==> config.mk <==
export PLATFORM = sky130hd
export DESIGN_NAME = smie_exec
export DESIGN_NICKNAME = d
export VERILOG_FILES = /design/src/include/smie_pkg.sv /design/src/logic/smie_exec.sv /design/src/logic/smie_ptr_unit.sv
export VERILOG_INCLUDE_DIRS = /design/src /design/src/include
export SDC_FILE = /design/constraint.sdc
export NUM_CORES = 2
export LEC_CHECK = 0
export BUFFER_PORTS_ARGS = -buffer_cell sky130_fd_sc_hd__buf_2
export CORE_MARGIN = 2
export CORE_UTILIZATION = 45
export DETAILED_ROUTE_END_ITERATION = 12
export PLACE_DENSITY = 0.68
export SKIP_CTS_REPAIR_TIMING = 1
export SLEW_MARGIN = 25
export SYNTH_ARGS = -nofsm -noshare
export SYNTH_HDL_FRONTEND = slang
export SYNTH_HIERARCHICAL = 1
export SYNTH_SLANG_ARGS = --single-unit
export TNS_END_PERCENT = 1
==> constraint.sdc <==
create_clock -name clk_i -period 11 [get_ports clk_i]
set_clock_uncertainty 0.05 [all_clocks]
set_input_delay 1.1 -clock clk_i [delete_from_list [all_inputs] [get_ports clk_i]]
set_output_delay 1.1 -clock clk_i [all_outputs]
set_load 0.01 [all_outputs]
==> src/include/smie_consts.svh <==
// Offsets, field positions and reset values of the shift/move/indirect execution block.
`ifndef SMIE_CONSTS_SVH
`define SMIE_CONSTS_SVH

// ****************************************
// Register byte offsets
// ****************************************
`define SMIE_ADR_INSTR 12'h000
`define SMIE_ADR_WREG 12'h004
`define SMIE_ADR_STATUS 12'h008
`define SMIE_ADR_PTR0 12'h00C
`define SMIE_ADR_PTR1 12'h010
`define SMIE_ADR_EADDR 12'h014
`define SMIE_MEM_SEL 3'h1

// ****************************************
// Instruction word fields
// ****************************************
`define SMIE_OP_HI 13
`define SMIE_OP_LO 12
`define SMIE_N_BIT 9
`define SMIE_REL_BIT 8
`define SMIE_D_BIT 7
`define SMIE_MM_HI 7
`define SMIE_MM_LO 6
`define SMIE_F_HI 6
`define SMIE_K_HI 5
`define SMIE_C_BIT 0
`define SMIE_Z_BIT 1
`define SMIE_WIN0_F 7'h00
`define SMIE_WIN1_F 7'h01

// ****************************************
// Reset values
// ****************************************
`define SMIE_RST_INSTR 16'h3000
`define SMIE_RST_BYTE 8'h00
`define SMIE_RST_PTR 16'h0000

`endif

==> src/include/smie_pkg.sv <==
// Types shared by the shift/move/indirect execution block.
package smie_pkg;

  typedef enum logic [1:0] {
    SMIE_ST_IDLE = 2'b00,
    SMIE_ST_EXEC = 2'b01
  } smie_state_e;

  typedef enum logic [1:0] {
    SMIE_OP_LSR = 2'b00,
    SMIE_OP_MOVE_FILE_OP = 2'b01,
    SMIE_OP_INDIRECT_LOAD_OP = 2'b10,
    SMIE_OP_NOP = 2'b11
  } smie_op_e;

  typedef struct packed {
    smie_op_e op;
    logic d;
    logic [6:0] f;
    logic n;
    logic rel;
    logic [1:0] mm;
    logic [5:0] k;
  } smie_instr_s;

  typedef struct packed {
    logic [15:0] ptr;
    logic rel;
    logic [1:0] mm;
    logic [5:0] k;
  } smie_ptr_req_s;

  typedef struct packed {
    logic [15:0] ea;
    logic [15:0] ptr_next;
  } smie_ptr_rsp_s;

endpackage : smie_pkg

==> src/logic/smie_exec.sv <==
// Wishbone-controlled execution unit for right shift, file move and indirect load.
`timescale 1ns/1ps
`include "smie_consts.svh"
module smie_exec
  import smie_pkg::*;
(
  // Clock, reset and enable
  input wire logic clk_i,
  input wire logic rst_i,
  input wire logic ce_i,
  // Wishbone slave
  input wire logic wb_cyc_i,
  input wire logic wb_stb_i,
  input wire logic wb_we_i,
  input wire logic [11:0] wb_adr_i,
  input wire logic [31:0] wb_dat_i,
  input wire logic [3:0] wb_sel_i,
  output logic [31:0] wb_dat_o,
  output logic wb_ack_o,
  // Status
  output logic busy_o
);

  // ****************************************
  // State
  // ****************************************
  logic [7:0] mem_reg [0:127];
  logic [15:0] instr_reg;
  logic [7:0] w_reg;
  logic c_reg;
  logic z_reg;
  logic [15:0] ptr0_reg;
  logic [15:0] ptr1_reg;
  logic [15:0] eaddr_reg;
  logic ack_reg;
  logic [31:0] rdat_reg;
  smie_state_e state_reg;
  smie_state_e state_next;

  // ****************************************
  // Helper functions
  // ****************************************
  function automatic smie_instr_s smie_decode(input logic [15:0] iw);
    smie_decode.op = smie_op_e'(iw[`SMIE_OP_HI:`SMIE_OP_LO]);
    smie_decode.d = iw[`SMIE_D_BIT];
    smie_decode.f = iw[`SMIE_F_HI:0];
    smie_decode.n = iw[`SMIE_N_BIT];
    smie_decode.rel = iw[`SMIE_REL_BIT];
    smie_decode.mm = iw[`SMIE_MM_HI:`SMIE_MM_LO];
    smie_decode.k = iw[`SMIE_K_HI:0];
  endfunction : smie_decode

  // The window registers carry no storage; they alias the byte their pointer names.
  function automatic logic [6:0] smie_file_addr(input logic [6:0] f, input logic [15:0] p0,
                                                input logic [15:0] p1);
    if (f == `SMIE_WIN0_F) begin
      smie_file_addr = p0[6:0];
    end else if (f == `SMIE_WIN1_F) begin
      smie_file_addr = p1[6:0];
    end else begin
      smie_file_addr = f;
    end
  endfunction : smie_file_addr

  function automatic logic [15:0] smie_merge16(input logic [15:0] old, input logic [15:0] nw,
                                               input logic [1:0] sel);
    smie_merge16 = {sel[1] ? nw[15:8] : old[15:8], sel[0] ? nw[7:0] : old[7:0]};
  endfunction : smie_merge16

  // ****************************************
  // Decode and datapath
  // ****************************************
  smie_instr_s ins;
  logic exec_fire;
  logic [6:0] faddr;
  logic [7:0] src;
  logic [7:0] lsr_res;
  logic [15:0] ptr_sel;
  smie_ptr_req_s preq;
  smie_ptr_rsp_s prsp;
  logic [7:0] ind_data;

  assign ins = smie_decode(instr_reg);
  assign exec_fire = ce_i && (state_reg == SMIE_ST_EXEC);
  assign faddr = smie_file_addr(ins.f, ptr0_reg, ptr1_reg);
  assign src = mem_reg[faddr];
  assign lsr_res = {1'b0, src[7:1]};
  assign ptr_sel = ins.n ? ptr1_reg : ptr0_reg;
  assign preq = '{ptr: ptr_sel, rel: ins.rel, mm: ins.mm, k: ins.k};
  // Only the low seven address bits reach the 128-byte data store.
  assign ind_data = mem_reg[prsp.ea[6:0]];
  assign busy_o = (state_reg == SMIE_ST_EXEC);

  smie_ptr_unit u_ptr (
    .req_i(preq),
    .rsp_o(prsp)
  );

  // ****************************************
  // Wishbone decode
  // ****************************************
  logic req;
  logic wr_now;
  logic in_mem;
  logic [31:0] rd_mux;

  assign req = wb_cyc_i && wb_stb_i;
  // Writes land on the edge where the master sees ack, never earlier.
  assign wr_now = ce_i && req && wb_we_i && ack_reg;
  assign in_mem = (wb_adr_i[11:9] == `SMIE_MEM_SEL);

  always_comb begin
    rd_mux = 32'h00000000;
    if (in_mem) begin
      rd_mux[7:0] = mem_reg[wb_adr_i[8:2]];
    end else begin
      case (wb_adr_i)
        `SMIE_ADR_INSTR: rd_mux[15:0] = instr_reg;
        `SMIE_ADR_WREG: rd_mux[7:0] = w_reg;
        `SMIE_ADR_STATUS: rd_mux[1:0] = {z_reg, c_reg};
        `SMIE_ADR_PTR0: rd_mux[15:0] = ptr0_reg;
        `SMIE_ADR_PTR1: rd_mux[15:0] = ptr1_reg;
        `SMIE_ADR_EADDR: rd_mux[15:0] = eaddr_reg;
        default: rd_mux = 32'h00000000;
      endcase
    end
  end

  always_ff @(posedge clk_i) begin
    if (rst_i) begin
      ack_reg <= 1'b0;
    end else if (ce_i) begin
      // A request waits out the execution cycle so read data never predates the result.
      ack_reg <= req && !ack_reg && (state_reg != SMIE_ST_EXEC);
    end
  end

  always_ff @(posedge clk_i) begin
    if (rst_i) begin
      rdat_reg <= 32'h00000000;
    end else if (ce_i && req && !ack_reg && state_reg != SMIE_ST_EXEC) begin
      rdat_reg <= rd_mux;
    end
  end

  // A frozen cycle must not show ack, or the master would finish a write the block never takes.
  assign wb_ack_o = ack_reg && ce_i;
  assign wb_dat_o = rdat_reg;

  // ****************************************
  // Sequencer
  // ****************************************
  always_comb begin
    case (state_reg)
      SMIE_ST_IDLE: begin
        if (wr_now && !in_mem && wb_adr_i == `SMIE_ADR_INSTR && wb_sel_i[1:0] != 2'b00) begin
          state_next = SMIE_ST_EXEC;
        end else begin
          state_next = SMIE_ST_IDLE;
        end
      end
      SMIE_ST_EXEC: state_next = SMIE_ST_IDLE;
      default: state_next = SMIE_ST_IDLE;
    endcase
  end

  always_ff @(posedge clk_i) begin
    if (rst_i) begin
      state_reg <= SMIE_ST_IDLE;
    end else if (ce_i) begin
      state_reg <= state_next;
    end
  end

  always_ff @(posedge clk_i) begin
    if (rst_i) begin
      instr_reg <= `SMIE_RST_INSTR;
    end else if (wr_now && !in_mem && wb_adr_i == `SMIE_ADR_INSTR) begin
      instr_reg <= smie_merge16(instr_reg, wb_dat_i[15:0], wb_sel_i[1:0]);
    end
  end

  // ****************************************
  // Working register
  // ****************************************
  always_ff @(posedge clk_i) begin
    if (rst_i) begin
      w_reg <= `SMIE_RST_BYTE;
    end else if (exec_fire) begin
      case (ins.op)
        // shift to W when d is 0
        SMIE_OP_LSR: if (!ins.d) w_reg <= lsr_res;
        // move to W when d is 0
        SMIE_OP_MOVE_FILE_OP: if (!ins.d) w_reg <= src;
        SMIE_OP_INDIRECT_LOAD_OP: w_reg <= ind_data;
        default: w_reg <= w_reg;
      endcase
    end else if (wr_now && !in_mem && wb_adr_i == `SMIE_ADR_WREG && wb_sel_i[0]) begin
      w_reg <= wb_dat_i[7:0];
    end
  end

  // ****************************************
  // Status flags
  // ****************************************
  always_ff @(posedge clk_i) begin
    if (rst_i) begin
      c_reg <= 1'b0;
      z_reg <= 1'b0;
    end else if (exec_fire) begin
      case (ins.op)
        SMIE_OP_LSR: begin
          c_reg <= src[0];
          z_reg <= (lsr_res == 8'h00);
        end
        SMIE_OP_MOVE_FILE_OP: z_reg <= (src == 8'h00);
        SMIE_OP_INDIRECT_LOAD_OP: z_reg <= (ind_data == 8'h00);
        default: z_reg <= z_reg;
      endcase
    end else if (wr_now && !in_mem && wb_adr_i == `SMIE_ADR_STATUS && wb_sel_i[0]) begin
      c_reg <= wb_dat_i[`SMIE_C_BIT];
      z_reg <= wb_dat_i[`SMIE_Z_BIT];
    end
  end

  // ****************************************
  // Pointers
  // ****************************************
  always_ff @(posedge clk_i) begin
    if (rst_i) begin
      ptr0_reg <= `SMIE_RST_PTR;
    end else if (exec_fire && ins.op == SMIE_OP_INDIRECT_LOAD_OP && !ins.n) begin
      ptr0_reg <= prsp.ptr_next;
    end else if (wr_now && !in_mem && wb_adr_i == `SMIE_ADR_PTR0) begin
      ptr0_reg <= smie_merge16(ptr0_reg, wb_dat_i[15:0], wb_sel_i[1:0]);
    end
  end

  always_ff @(posedge clk_i) begin
    if (rst_i) begin
      ptr1_reg <= `SMIE_RST_PTR;
    end else if (exec_fire && ins.op == SMIE_OP_INDIRECT_LOAD_OP && ins.n) begin
      ptr1_reg <= prsp.ptr_next;
    end else if (wr_now && !in_mem && wb_adr_i == `SMIE_ADR_PTR1) begin
      ptr1_reg <= smie_merge16(ptr1_reg, wb_dat_i[15:0], wb_sel_i[1:0]);
    end
  end

  always_ff @(posedge clk_i) begin
    if (rst_i) begin
      eaddr_reg <= `SMIE_RST_PTR;
    end else if (exec_fire && ins.op == SMIE_OP_INDIRECT_LOAD_OP) begin
      eaddr_reg <= prsp.ea;
    end
  end

  // ****************************************
  // Data store
  // ****************************************
  // The store has no reset; software loads it through the memory window.
  always_ff @(posedge clk_i) begin
    if (exec_fire && ins.d && (ins.op == SMIE_OP_LSR || ins.op == SMIE_OP_MOVE_FILE_OP)) begin
      mem_reg[faddr] <= (ins.op == SMIE_OP_LSR) ? lsr_res : src;
    end else if (wr_now && in_mem && wb_sel_i[0]) begin
      mem_reg[wb_adr_i[8:2]] <= wb_dat_i[7:0];
    end
  end

  logic lsr_x;
  logic move_file_op_x;
  logic indirect_load_op_x;
  assign lsr_x = exec_fire && ins.op == SMIE_OP_LSR;
  assign move_file_op_x = exec_fire && ins.op == SMIE_OP_MOVE_FILE_OP;
  assign indirect_load_op_x = exec_fire && ins.op == SMIE_OP_INDIRECT_LOAD_OP;
endmodule : smie_exec

==> src/logic/smie_ptr_unit.sv <==
// Effective address and pointer update for the indirect load.
`timescale 1ns/1ps
module smie_ptr_unit
  import smie_pkg::*;
(
  // Request and result
  input wire smie_ptr_req_s req_i,
  output smie_ptr_rsp_s rsp_o
);

  // Plain 16-bit arithmetic wraps at the ends of the range by itself.
  function automatic logic [15:0] smie_step(input logic [15:0] p, input logic down);
    smie_step = down ? p - 16'h0001 : p + 16'h0001;
  endfunction : smie_step

  logic [15:0] stepped;
  logic [15:0] k_ext;

  always_comb begin
    stepped = smie_step(req_i.ptr, req_i.mm[0]);
    k_ext = {{10{req_i.k[5]}}, req_i.k};
    if (req_i.rel) begin
      rsp_o.ea = req_i.ptr + k_ext;
      rsp_o.ptr_next = req_i.ptr;
    end else begin
      // pre modes use the stepped value
      rsp_o.ea = req_i.mm[1] ? req_i.ptr : stepped;
      rsp_o.ptr_next = stepped;
    end
  end

endmodule : smie_ptr_unit

==> results.json <==
{
  "outcome": "finished clean",
  "crit_fanout": 73,
  "wl_per_cell_um": 38.9,
  "grt_pass1_vias": 53200,
  "cts_root_buf": "clkbuf_16",
  "worstPathRequired_ns": 11.44,
  "period_needed_ns": 7.49,
  "synth_edf_count": 1024,
  "fin_nets": 5356,
  "cp_cell_sequence": "or4_1 -> buf_4 -> or4_1 -> buf_4 -> nand2_8 -> buf_4 -> a21oi_1 -> a22o_1 -> o22ai_1 -> o31ai_1 -> nor4_2 -> nand2_1 -> o211ai_1 -> o21a_4 -> buf_4",
  "fin_cells": 7426,
  "critical_path_class": "flip-flop to flip-flop",
  "core_um2": 154000,
  "yosysSeqAreaShare": 0.467,
  "setup_tns_ns": 0,
  "drt_wl_total_um": 289000,
  "firstDrtPassIters": 7,
  "p_leak_nw": 23.4,
  "setup_violations": 0,
  "dr_total_vias": 57700,
  "p_switching_mw": 2.07,
  "die_w_um": 398,
  "pwr-share-comb": 0.041,
  "max_slew_margin": 0.156,
  "cts_buffers": 121,
  "p_per_area_nw_per_um2": 119,
  "die_h_um": 398,
  "fillCellCount": 12900,
  "grt_max_degree": 151,
  "critPathMostFrequentCell": "buf_4",
  "fin_ws_ns": 3.51,
  "drcViolationCount": 0,
  "grt_pass1_wl_um": 403000,
  "pin_count": 88,
  "placed_area_um2": 72500,
  "cts_max_level": 3,
  "hold-worst-slack_ns": 0.409,
  "antenna_found_initial": 28,
  "critPathArrivalTime_ns": 7.93,
  "drv_cap": 0,
  "grt.overflow.total": 0,
  "p_int_mw": 7.06,
  "min_period_over_period": 0.681,
  "row_count": 144,
  "dp_hpwl_um": 184000,
  "ys_warn_count": 6,
  "clock-sinks": 1116,
  "fp.dieArea_um2": 158000,
  "synth_cell_types": 101,
  "slowest_stage": "nor4_2",
  "rrSetupSlack_ns": 3.51,
  "multi_input_area_um2": 35300,
  "seqCellArea_um2": 32600,
  "syn_inst": 5442,
  "grt_use_total": 0.357,
  "power.share.sequential": 0.500,
  "hp-class": "flip-flop to flip-flop",
  "clock_latency_ns": 0.85,
  "syn_to_final_growth_pct": 9.68,
  "final_area_um2": 76600,
  "netSwitchingFraction": 0.227,
  "syn_area_um2": 69900,
  "cts_tree": "done",
  "hold_viol_final": 0,
  "slew_viol_final": 0,
  "cts_max_path_buffers": 3,
  "placedCellCount": 7189,
  "largest_reg_flops": 1024,
  "clk_pin_slew_ns": 0.06,
  "port_buffers": 53,
  "ys_seq_elements": 1116,
  "drive_gt1_frac": 0.240,
  "slowest_delay_ns": 0.87,
  "irDropWorstVdd_v": 0.000135,
  "startpoint_type": "flip-flop",
  "ys.flop_type": "edfxtp_1",
  "place.gp.congestion": 1.04,
  "start_util": 0.453,
  "end_kind": "flip-flop",
  "max_freq_ghz": 0.134,
  "avgSynthCellArea_um2": 12.8,
  "rsz0062_at_grt": "no",
  "post-place-ws_ns": 3.71,
  "clkPwrFrac": 0.459,
  "worst_slew_pin_slew_ns": 1.27,
  "synthArstFlopShare": 0,
  "drtIter0Drc": 11600,
  "drt.antenna.violating_nets": 0,
  "vias_per_cell": 7.78
}
[layout by cell type (no fill, tap or decap), types with 34 or more instances in the layout]
| master | synthesis | routed |
|---|---|---|
| edfxtp_1 | 1024 | 1024 |
| mux4_2 | 663 | 663 |
| nand2_1 | 395 | 390 |
| nor2_1 | 384 | 325 |
| a22oi_1 | 290 | 290 |
| a211oi_1 | 271 | 271 |
| a21oi_1 | 262 | 259 |
| buf_4 | 32 | 190 |
| mux2i_1 | 129 | 129 |
| o21ai_0 | 129 | 122 |
| clkbuf_16 | 0 | 122 |
| and3_1 | 100 | 99 |
| o2bb2ai_1 | 89 | 89 |
| dfxtp_1 | 92 | 88 |
| a31oi_1 | 86 | 81 |
| nand3_1 | 84 | 78 |
| o211ai_1 | 59 | 59 |
| nor3_1 | 63 | 58 |
| buf_2 | 143 | 49 |
| nor2_2 | 2 | 46 |
| a311oi_1 | 46 | 46 |
| a32oi_1 | 41 | 41 |
| nor3b_1 | 41 | 41 |
| and2_1 | 40 | 40 |
| o22ai_1 | 37 | 36 |
| a22o_1 | 36 | 35 |
| o32ai_1 | 34 | 34 |
[final cells by class]
cell class	instances	area share
inverter	24	0.00121
clock buffer	151	0.0417
tap	2044	0.0334
clock inverter	70	0.0102
sequential	1116	0.425
multi-input combinational	3745	0.461
antenna	16	0.000523
timing repair buffer	260	0.0269
[critical path: cells and delay by family, from the launching register on]
kind,cells,cell delay (ns)
DFF,1,0.43
and+or+nand+nor,5,2.79
buffers and inverters,4,1.79
AOI/OAI and AO/OA,6,2.03
[logic make-up (layout without fill, tap and decap cells)]
kind of cell               count (synthesis)  count (layout)  share of synthesized area
and+or+nand+nor                         1227            1227                     0.0823
AOI/OAI and AO/OA                       1618            1618                      0.166
xor gates and xnor gates                  28              28                    0.00351
DFF                                     1116            1116                      0.467
adders and majority gates                 34              34                    0.00630
muxes                                    822             822                      0.237
buffers and inverters                    596             505                     0.0382
other                                      1              32                  0.0000537
[cell usage after synthesis, drive strengths merged (46+ instances only)]
| library cell | number | share of area |
|---|---|---|
| o211ai | 60 | 0.0065 |
| o21ai | 146 | 0.011 |
| a311oi | 46 | 0.0058 |
| nor2 | 386 | 0.021 |
| a211oi | 274 | 0.030 |
| clkbuf | 269 | 0.014 |
| dfxtp | 92 | 0.026 |
| a21oi | 265 | 0.019 |
| mux4 | 663 | 0.21 |
| nor3 | 63 | 0.0045 |
| o2bb2ai | 89 | 0.011 |
| nand2 | 397 | 0.022 |
| and3 | 100 | 0.0090 |
| nand3 | 84 | 0.0060 |
| buf | 303 | 0.022 |
| edfxtp | 1024 | 0.44 |
| a22oi | 290 | 0.031 |
| a31oi | 87 | 0.0079 |
| mux2i | 129 | 0.018 |
[worst paths after layout]
| path | start | end | cells after the start |
|---|---|---|---|
| worst max-delay path | instr_reg[1] | mem_reg[102][3] | 15 |
| worst min-delay path | eaddr_reg[12] | eaddr_reg[12] | 2 |
| worst max register to register | instr_reg[1] | mem_reg[102][3] | 15 |
| worst min register to register | eaddr_reg[12] | eaddr_reg[12] | 2 |
[layer usage]
layer	up-vias	GRT usage	wire [um]
met4	30	0.236	24600
met5	-	0.00393	335
met1	28500	0.442	94300
met3	1336	0.166	50100
met2	5610	0.498	120000
li1	22300	-	-
[per-stage QoR]
stage	utilization	power [mW]
6_report	0.497	9.13
5_1_grt	0.497	9.27
4_1_cts	0.497	9.09
3_5_place_dp	0.471	5.01
3_3_place_gp	0.470	5.00
2_1_floorplan	-	4.88
[power by group through the flow]
stage | clock (mW) | sequential [mW] | combinational (mW)
after global placement | 0 | 4.65 | 0.351
final | 4.19 | 4.56 | 0.377
after CTS | 4.17 | 4.56 | 0.354
after detailed placement | 0 | 4.65 | 0.353
after global routing | 4.33 | 4.56 | 0.373
after floorplan | 0 | 4.66 | 0.220
No activity file was read; power rests on OpenSTA's default activity.
